### src/hdl/aiss_consts.svh
// Offsets, field positions and reset values of the ADC input-select block
//
// Contract
// - The input-select register picks the converter inputs only while no sequence runs.
// - The negative input code is a 5-bit read/write field at bits 12:8, reset 0x11.
// - Negative codes 0x10 to 0x13 route the references and grounds; 0x11 suits single-ended use.
// - The positive input code is a 5-bit read/write field at bits 4:0 with 0xb/0xc buffered.
// - Positive codes 0x10 to 0x1b select monitors and references; 0x1c-0x1f are reserved.
// - Reset loads the input-select register with 0x00111f.
// - Writing 1 to control bit 31 while a sequence runs restarts it at the first channel.
// - Control bit 30 is a sequence enable resetting to zero; it reads back as the running state.
// - Writing 1 to the enable starts a sequence, again after each halt.
// - Mask bit n includes the channel whose positive code is n; a clear bit skips it.
`ifndef AISS_CONSTS_SVH
`define AISS_CONSTS_SVH

`define AISS_ADDR_INPUT_SELECT 32'h4008_6080
`define AISS_ADDR_SEQ_CONTROL 32'h4008_6088

`define AISS_NEG_MSB 12
`define AISS_NEG_LSB 8
`define AISS_POS_MSB 4
`define AISS_POS_LSB 0
`define AISS_NEG_RESET 5'h11
`define AISS_POS_RESET 5'h1f
`define AISS_INPUT_SELECT_RESET 32'h0000_111f
`define AISS_INPUT_SELECT_MASK 32'h0000_1f1f

`define AISS_RESTART_BIT 31
`define AISS_ENABLE_BIT 30
`define AISS_CHAN_COUNT 29
`define AISS_SEQ_CONTROL_RESET 32'h0000_0000

`define AISS_NEG_LAST_AIN 5'h09
`define AISS_NEG_FIRST_REF 5'h10
`define AISS_NEG_LAST_REF 5'h13
`define AISS_NEG_SEQ_CODE 5'h11
`define AISS_POS_LAST_AIN 5'h09
`define AISS_POS_BUF_B 5'h0b
`define AISS_POS_BUF_A 5'h0c
`define AISS_POS_FIRST_MON 5'h10
`define AISS_POS_LAST_MON 5'h1b

`define AISS_RESP_OKAY 2'h0
`define AISS_RESP_SLVERR 2'h2

`endif

### src/hdl/aiss_pkg.sv
// Types shared by the ADC input-select block
package aiss_pkg;
    typedef enum logic [0:0] {
        aiss_seq_idle,
        aiss_seq_run
    } aiss_seq_state_t;

    typedef logic [4:0] aiss_code_t;
endpackage

### src/hdl/aiss_sel_if.sv
// Carrier between the register logic and the code checker
interface aiss_sel_if;
    aiss_pkg::aiss_code_t pos_code;
    aiss_pkg::aiss_code_t neg_code;
    logic pos_ok;
    logic neg_ok;

    modport regs (output pos_code, output neg_code, input pos_ok, input neg_ok);
    modport check (input pos_code, input neg_code, output pos_ok, output neg_ok);
endinterface

### src/hdl/aiss_code_check.sv
// Flags whether the selected multiplexer codes name a real input
`include "aiss_consts.svh"

module aiss_code_check (
    aiss_sel_if.check sel
);
    // Negative side: analog inputs, then references and grounds
    assign sel.neg_ok = (sel.neg_code <= `AISS_NEG_LAST_AIN) ||
        ((sel.neg_code >= `AISS_NEG_FIRST_REF) && (sel.neg_code <= `AISS_NEG_LAST_REF));
    // Positive side: inputs, buffered references, monitors
    assign sel.pos_ok = (sel.pos_code <= `AISS_POS_LAST_AIN) ||
        (sel.pos_code == `AISS_POS_BUF_B) || (sel.pos_code == `AISS_POS_BUF_A) ||
        ((sel.pos_code >= `AISS_POS_FIRST_MON) && (sel.pos_code <= `AISS_POS_LAST_MON));
endmodule // aiss_code_check

### src/hdl/aiss_top.sv
// AXI4-Lite register slave driving the ADC input multiplexer codes and channel sequencer
`include "aiss_consts.svh"

module aiss_top #(
    parameter int CHAN_COUNT = `AISS_CHAN_COUNT
) (
    // Clock, reset, enable
    input wire logic aclk,
    input wire logic aresetn,
    input wire logic ce,
    // Write address channel
    input wire logic [31:0] awaddr,
    input wire logic [2:0] awprot,
    input wire logic awvalid,
    output logic awready,
    // Write data channel
    input wire logic [31:0] wdata,
    input wire logic [3:0] wstrb,
    input wire logic wvalid,
    output logic wready,
    // Write response channel
    output logic [1:0] bresp,
    output logic bvalid,
    input wire logic bready,
    // Read address channel
    input wire logic [31:0] araddr,
    input wire logic [2:0] arprot,
    input wire logic arvalid,
    output logic arready,
    // Read data channel
    output logic [31:0] rdata,
    output logic [1:0] rresp,
    output logic rvalid,
    input wire logic rready,
    // Converter side
    input wire logic conv_done,
    output aiss_pkg::aiss_code_t positive_input_code,
    output aiss_pkg::aiss_code_t negative_input_code,
    output logic positive_code_valid,
    output logic negative_code_valid,
    output logic seq_busy
);

    ////////////////////////////////////////////////////////////////////////////
    // Functions

    function automatic logic [31:0] merge_bytes(input logic [31:0] old_v,
            input logic [31:0] new_v, input logic [3:0] strb);
        logic [31:0] res;
        res = old_v;
        for (int i = 0; i < 4; i++) begin
            if (strb[i]) begin
                res[i*8 +: 8] = new_v[i*8 +: 8];
            end
        end
        return res;
    endfunction

    // Only the two register words answer OKAY; anything else gets SLVERR
    function automatic logic reg_mapped(input logic [31:0] addr);
        return (addr == `AISS_ADDR_INPUT_SELECT) || (addr == `AISS_ADDR_SEQ_CONTROL);
    endfunction

    // Lowest included channel at or above start; found flag in bit 5
    function automatic logic [5:0] first_channel(input logic [CHAN_COUNT-1:0] mask,
            input logic [5:0] start);
        logic [5:0] res;
        res = 6'h00;
        for (int i = CHAN_COUNT - 1; i >= 0; i--) begin
            if (mask[i] && (6'(i) >= start)) begin
                res = {1'b1, 5'(i)};
            end
        end
        return res;
    endfunction

    ////////////////////////////////////////////////////////////////////////////
    // State

    logic [31:0] input_select;
    logic [CHAN_COUNT-1:0] chan_mask;
    aiss_pkg::aiss_seq_state_t seq_state;
    aiss_pkg::aiss_code_t seq_chan;
    logic wr_fire;
    logic rd_fire;

    aiss_sel_if sel ();

    aiss_code_check u_check (
        .sel(sel)
    );

    ////////////////////////////////////////////////////////////////////////////
    // Bus decoding

    wire logic hit_wr_sel = (awaddr == `AISS_ADDR_INPUT_SELECT);
    wire logic hit_wr_seq = (awaddr == `AISS_ADDR_SEQ_CONTROL);
    wire logic hit_rd_sel = (araddr == `AISS_ADDR_INPUT_SELECT);
    wire logic hit_rd_seq = (araddr == `AISS_ADDR_SEQ_CONTROL);
    wire logic wr_take = awvalid && wvalid && !awready && !bvalid;
    wire logic rd_take = arvalid && !arready && !rvalid;
    wire logic [1:0] wr_resp = reg_mapped(awaddr) ? `AISS_RESP_OKAY : `AISS_RESP_SLVERR;
    wire logic [1:0] rd_resp = reg_mapped(araddr) ? `AISS_RESP_OKAY : `AISS_RESP_SLVERR;
    wire logic [31:0] seq_image = {2'h0, 1'b0, chan_mask};
    wire logic [31:0] seq_merged = merge_bytes(seq_image, wdata, wstrb);
    wire logic [31:0] sel_merged = merge_bytes(input_select, wdata, wstrb)
        & `AISS_INPUT_SELECT_MASK;
    wire logic sel_wr = wr_fire && hit_wr_sel;
    wire logic seq_wr = wr_fire && hit_wr_seq;
    wire logic enable_req = seq_wr && seq_merged[`AISS_ENABLE_BIT];
    wire logic restart_req = seq_wr && seq_merged[`AISS_RESTART_BIT];
    wire logic jump_first = restart_req || enable_req;
    wire logic [CHAN_COUNT-1:0] live_mask = seq_wr ? seq_merged[CHAN_COUNT-1:0] : chan_mask;
    // Enable reads back as the running state, restart always as zero
    wire logic [31:0] rd_value = hit_rd_sel ? input_select :
        hit_rd_seq ? {1'b0, seq_state == aiss_pkg::aiss_seq_run, 1'b0, chan_mask} :
        32'h0000_0000;
    // Register fields as the multiplexers see them outside a sequence
    wire aiss_pkg::aiss_code_t reg_pos_code = input_select[`AISS_POS_MSB:`AISS_POS_LSB];
    wire aiss_pkg::aiss_code_t reg_neg_code = input_select[`AISS_NEG_MSB:`AISS_NEG_LSB];

    ////////////////////////////////////////////////////////////////////////////
    // Sequencer decisions

    wire logic [5:0] first_hit = first_channel(live_mask, 6'h00);
    wire logic [5:0] next_hit = first_channel(chan_mask, {1'b0, seq_chan} + 6'h01);
    wire logic seq_running = (seq_state == aiss_pkg::aiss_seq_run);
    aiss_pkg::aiss_seq_state_t next_seq_state;
    aiss_pkg::aiss_code_t next_seq_chan;

    always_comb begin
        next_seq_state = seq_state;
        next_seq_chan = seq_chan;
        case (seq_state)
            aiss_pkg::aiss_seq_idle: begin
                if (enable_req && first_hit[5]) begin
                    next_seq_state = aiss_pkg::aiss_seq_run;
                    next_seq_chan = first_hit[4:0];
                end
            end
            aiss_pkg::aiss_seq_run: begin
                // Restart beats a conversion finishing in the same cycle
                if (jump_first) begin
                    if (first_hit[5]) begin
                        next_seq_chan = first_hit[4:0];
                    end else begin
                        next_seq_state = aiss_pkg::aiss_seq_idle;
                    end
                end else if (conv_done) begin
                    if (next_hit[5]) begin
                        next_seq_chan = next_hit[4:0];
                    end else begin
                        // Halt after one pass; software re-enables for another
                        next_seq_state = aiss_pkg::aiss_seq_idle;
                    end
                end
            end
            default: begin
                next_seq_state = aiss_pkg::aiss_seq_idle;
            end
        endcase
    end

    // Sequencer owns the positive input while running, register otherwise
    assign sel.pos_code = seq_running ? seq_chan : reg_pos_code;
    assign sel.neg_code = seq_running ? `AISS_NEG_SEQ_CODE : reg_neg_code;

    ////////////////////////////////////////////////////////////////////////////
    // Write channel

    // Address and data are taken together; a lone channel waits for its partner
    always_ff @(posedge aclk) begin
        if (!aresetn) begin
            awready <= 1'b0;
            wready <= 1'b0;
        end else if (ce) begin
            awready <= wr_take;
            wready <= wr_take;
        end
    end

    always_ff @(posedge aclk) begin
        if (!aresetn) begin
            wr_fire <= 1'b0;
        end else if (ce) begin
            wr_fire <= wr_take;
        end
    end

    // Response stands until the master takes it; no second write meanwhile
    always_ff @(posedge aclk) begin
        if (!aresetn) begin
            bvalid <= 1'b0;
        end else if (ce) begin
            if (wr_fire) begin
                bvalid <= 1'b1;
            end else if (bready) begin
                bvalid <= 1'b0;
            end
        end
    end

    always_ff @(posedge aclk) begin
        if (!aresetn) begin
            bresp <= `AISS_RESP_OKAY;
        end else if (ce && wr_fire) begin
            bresp <= wr_resp;
        end
    end

    ////////////////////////////////////////////////////////////////////////////
    // Read channel

    always_ff @(posedge aclk) begin
        if (!aresetn) begin
            arready <= 1'b0;
        end else if (ce) begin
            arready <= rd_take;
        end
    end

    always_ff @(posedge aclk) begin
        if (!aresetn) begin
            rd_fire <= 1'b0;
        end else if (ce) begin
            rd_fire <= rd_take;
        end
    end

    always_ff @(posedge aclk) begin
        if (!aresetn) begin
            rvalid <= 1'b0;
        end else if (ce) begin
            if (rd_fire) begin
                rvalid <= 1'b1;
            end else if (rready) begin
                rvalid <= 1'b0;
            end
        end
    end

    // Data and code are loaded once and held with rvalid
    always_ff @(posedge aclk) begin
        if (!aresetn) begin
            rdata <= 32'h0000_0000;
            rresp <= `AISS_RESP_OKAY;
        end else if (ce && rd_fire) begin
            rdata <= rd_value;
            rresp <= rd_resp;
        end
    end

    ////////////////////////////////////////////////////////////////////////////
    // Registers

    always_ff @(posedge aclk) begin
        if (!aresetn) begin
            input_select <= `AISS_INPUT_SELECT_RESET;
        end else if (ce && sel_wr) begin
            input_select <= sel_merged;
        end
    end

    always_ff @(posedge aclk) begin
        if (!aresetn) begin
            chan_mask <= CHAN_COUNT'(`AISS_SEQ_CONTROL_RESET);
        end else if (ce && seq_wr) begin
            chan_mask <= seq_merged[CHAN_COUNT-1:0];
        end
    end

    always_ff @(posedge aclk) begin
        if (!aresetn) begin
            seq_state <= aiss_pkg::aiss_seq_idle;
            seq_chan <= 5'h00;
        end else if (ce) begin
            seq_state <= next_seq_state;
            seq_chan <= next_seq_chan;
        end
    end

    ////////////////////////////////////////////////////////////////////////////
    // Converter-side outputs, registered

    always_ff @(posedge aclk) begin
        if (!aresetn) begin
            positive_input_code <= `AISS_POS_RESET;
            negative_input_code <= `AISS_NEG_RESET;
        end else if (ce) begin
            positive_input_code <= sel.pos_code;
            negative_input_code <= sel.neg_code;
        end
    end

    // Reserved codes flagged rather than blocked; software must avoid them
    always_ff @(posedge aclk) begin
        if (!aresetn) begin
            positive_code_valid <= 1'b0;
            negative_code_valid <= 1'b1;
        end else if (ce) begin
            positive_code_valid <= sel.pos_ok;
            negative_code_valid <= sel.neg_ok;
        end
    end

    always_ff @(posedge aclk) begin
        if (!aresetn) begin
            seq_busy <= 1'b0;
        end else if (ce) begin
            seq_busy <= seq_running;
        end
    end

endmodule // aiss_top

### config.mk
export PLATFORM = sky130hd
export DESIGN_NAME = aiss_top
export DESIGN_NICKNAME = d
export VERILOG_FILES = /design/src/hdl/aiss_pkg.sv /design/src/hdl/aiss_sel_if.sv /design/src/hdl/aiss_code_check.sv /design/src/hdl/aiss_top.sv
export VERILOG_INCLUDE_DIRS = /design/src /design/src/hdl
export SDC_FILE = /design/constraint.sdc
export NUM_CORES = 1
export LEC_CHECK = 0
export BUFFER_PORTS_ARGS = -buffer_cell sky130_fd_sc_hd__buf_2
export CAP_MARGIN = 20
export CORE_MARGIN = 5
export CORE_UTILIZATION = 38
export DETAILED_ROUTE_END_ITERATION = 10
export SETUP_SLACK_MARGIN = 0.3
export SYNTH_ARGS = -nofsm -noshare
export SYNTH_HDL_FRONTEND = slang
export SYNTH_SLANG_ARGS = --single-unit
### constraint.sdc
create_clock -name aclk -period 6.5 [get_ports aclk]
set_input_delay 0.65 -clock aclk [delete_from_list [all_inputs] [get_ports aclk]]
set_output_delay 0.65 -clock aclk [all_outputs]
set_load 0.01 [all_outputs]
==> impl_metrics.tcl <==
set metrics [dict create \
    status "finished, final reports clean" \
    coreArea_um2 15900 \
    path_buf_inv 0 \
    syn2layout_area_growth_pct 18.0 \
    period_needed_ps 4390 \
    drt_iter0_markers 475 \
    crit_top_cell "o2111ai_1" \
    cts.reportedPaths.clkPinSlew_ps 70 \
    die_x_um 138 \
    dieArea_um2 19000 \
    slew_viol_final 0 \
    overflow 0 \
    antenna_cells 0 \
    synth_enable_flop_cells 0 \
    avgRoutedWirePerCell_um 17.5 \
    setup_viol 0 \
    crit_arrival_ps 4630 \
    crit_chain "ha_1 -> a21boi_1 -> nand3_1 -> o2111ai_1 -> o2111ai_1 -> nor4_1 -> or2b_1 -> a22o_1 -> o221a_1" \
    drc 0 \
    worst_pin_slew_ps 909 \
    rsz0062_at_grt "false" \
    ys_seq_area_frac 0.303 \
    hold_slack_ps 476 \
    hold_start "rdata[23]" \
    dr.pass1.iters 5 \
    globalplace.congestion 0.870 \
    fin_crit_sh 0.676 \
    irDropWorstVdd_v 0.000189 \
    crit_type "reg -> reg" \
    design.portCount 169 \
    clock_sink_count 94 \
    start_kind "flip-flop" \
    dp_hpwl_mm 14.9 \
    tns_ps 0 \
    cts_root_buf "clkbuf_16" \
    cts.htree.levels 3 \
    avgViaCountPerCell 5.55 \
    cpPeakStageDelay_ps 870 \
    layout_common_cells "buf_2 (157), dfxtp_1 (94), nand2_1 (90)" \
    synth_warnings 0 \
    clk_latency_ps 350 \
    ant_nets 0 \
    fin_nets 1025 \
    syn_avg_cell_area_um2 7.86 \
    finalHoldViolations 0 \
    slowest_stage "ha_1" \
    clock_skew_ps 9.99 \
    cts_tree "done" \
    power_mw 1.23 \
    synthArstFlopShare 0 \
    slew_headroom 0.394 \
    r2r_start "seq_chan[0]" \
    grtUsageTotal 0.209 \
    cts_resized 0 \
    max_freq_ghz 0.228 \
    powerDensity_nw_per_um2 167 \
    drive_above_1_share 0.226 \
    io_buffers 157 \
    ys.flop_type "dfxtp_1" \
    cts_buffers 9 \
    crit_family "compound AO/OA/AOI/OAI gates" \
    hold_path_class "reg -> reg" \
    num_rows 46 \
    clockBufferDepth 2 \
    antenna_found_initial 0 \
    grt_pass1_vias 5870 \
    via_count 6257 \
    hold_buffers 0 \
    netlist_instances 791 \
    fillers 1607 \
    start_util 0.390 \
    crit_path_start "seq_chan[0]" \
    cap_violations 0 \
    die_h_um 138 \
    grt_max_degree 71 \
    worstSetupEndpointType "flip-flop" \
    netlist_area_um2 6220 \
    required_ps 6740 \
    grt_pass1_wl_mm 31.5 \
    final_common_cell "buf_2" \
    path_max_fanout 27 \
    ys_ff_latch 94 \
    ys_types 81 \
    p_leak_nw 2.98 \
    wirelength_mm 19.7 \
    cts_setup_buffers 0 \
]
report_power, final:
| group | internal (mW) | switching, mW | total, mW |
|---|---|---|---|
| clock | 0.316 | 0.247 | 0.563 |
| sequential | 0.577 | 0.00138 | 0.578 |
| combinational | 0.0386 | 0.0487 | 0.0873 |
layer usage:
| metal | share of wire | GRT usage | wire [µm] |
|---|---|---|---|
| met1 | 0.46 | 0.290 | 9120 |
| met2 | 0.45 | 0.336 | 8970 |
| met3 | 0.073 | 0.0490 | 1440 |
| met4 | 0.010 | 0.0395 | 202 |
| met5 | 0 | 0 | 0 |
flip-flops by register name (all words and copies together) (netlist names), 5 cells and up:
name	count
negative_input_code	5
chan_mask	29
input_select	10
positive_input_code	5
seq_chan	5
rdata	30
worst reg2reg max path, cell delays in order (launching register included):
cell and delay [ps]:
dfxtp_1 760, ha_1 880, a21boi_1 520, nand3_1 270
o2111ai_1 250, o2111ai_1 240, nor4_1 450, or2b_1 310
a22o_1 320, o221a_1 270
path summary, 6_finish.rpt:
kind,to,slack [ps],cells after the start
setup / recovery,seq_chan[1],2110,9
hold reg to reg,rdata[23],480,1
setup reg to reg,seq_chan[1],2110,9
hold / removal,rdata[23],480,1
stage by stage:
stage          setup WS, ps  cells  cell area [µm²]   util
6_report               2110   1128             7340  0.460
5_1_grt                1840   1128             7340  0.460
4_1_cts                2190   1127             7330  0.460
3_5_place_dp           2210   1111             7020  0.440
3_3_place_gp           2250   1111             7020  0.440
2_1_floorplan          3260    794             6230      -
cell type report:
class                      instances  area (µm²)  share of cell area
multi-input combinational        618        3970               0.540
sequential                        94        1880               0.256
timing repair buffer             162         823               0.112
tap                              216         270              0.0368
clock buffer                      10         239              0.0326
inverter                          22        82.6              0.0113
clock inverter                     6        76.3              0.0104
kinds of logic after synthesis:
group,after synthesis,synth area share
compound gates,237,0.266
xor+xnor,2,0.00282
fa+ha+maj,4,0.00765
buf+inv,82,0.0614
flops,94,0.303
mux,44,0.0732
other cells,1,0.000603
simple gates,327,0.286
Yosys cell counts, types with 5 or more instances:
cell | count | area [µm²]
a211oi_1 | 6 | 45.0
a21boi_0 | 28 | 210
a21o_1 | 6 | 45.0
a21oi_1 | 44 | 220
a22o_1 | 29 | 254
a22oi_1 | 5 | 37.5
a31oi_1 | 10 | 62.6
and2_1 | 19 | 119
and3_1 | 7 | 43.8
buf_2 | 10 | 50.1
buf_4 | 10 | 75.1
clkbuf_1 | 33 | 124
dfxtp_1 | 94 | 1880
inv_1 | 22 | 82.6
mux2_2 | 8 | 90.1
mux2i_1 | 35 | 350
nand2_1 | 90 | 338
nand2b_1 | 12 | 75.1
nand3_1 | 39 | 195
nand4_1 | 9 | 56.3
nor2_1 | 53 | 199
nor2b_1 | 22 | 138
nor3_1 | 22 | 110
nor4_1 | 15 | 93.8
o211ai_1 | 6 | 45.0
o21a_1 | 5 | 37.5
o21ai_0 | 41 | 205
o221ai_1 | 6 | 52.6
o31ai_1 | 5 | 37.5
Note: power is estimated with default switching activity, not from simulation.
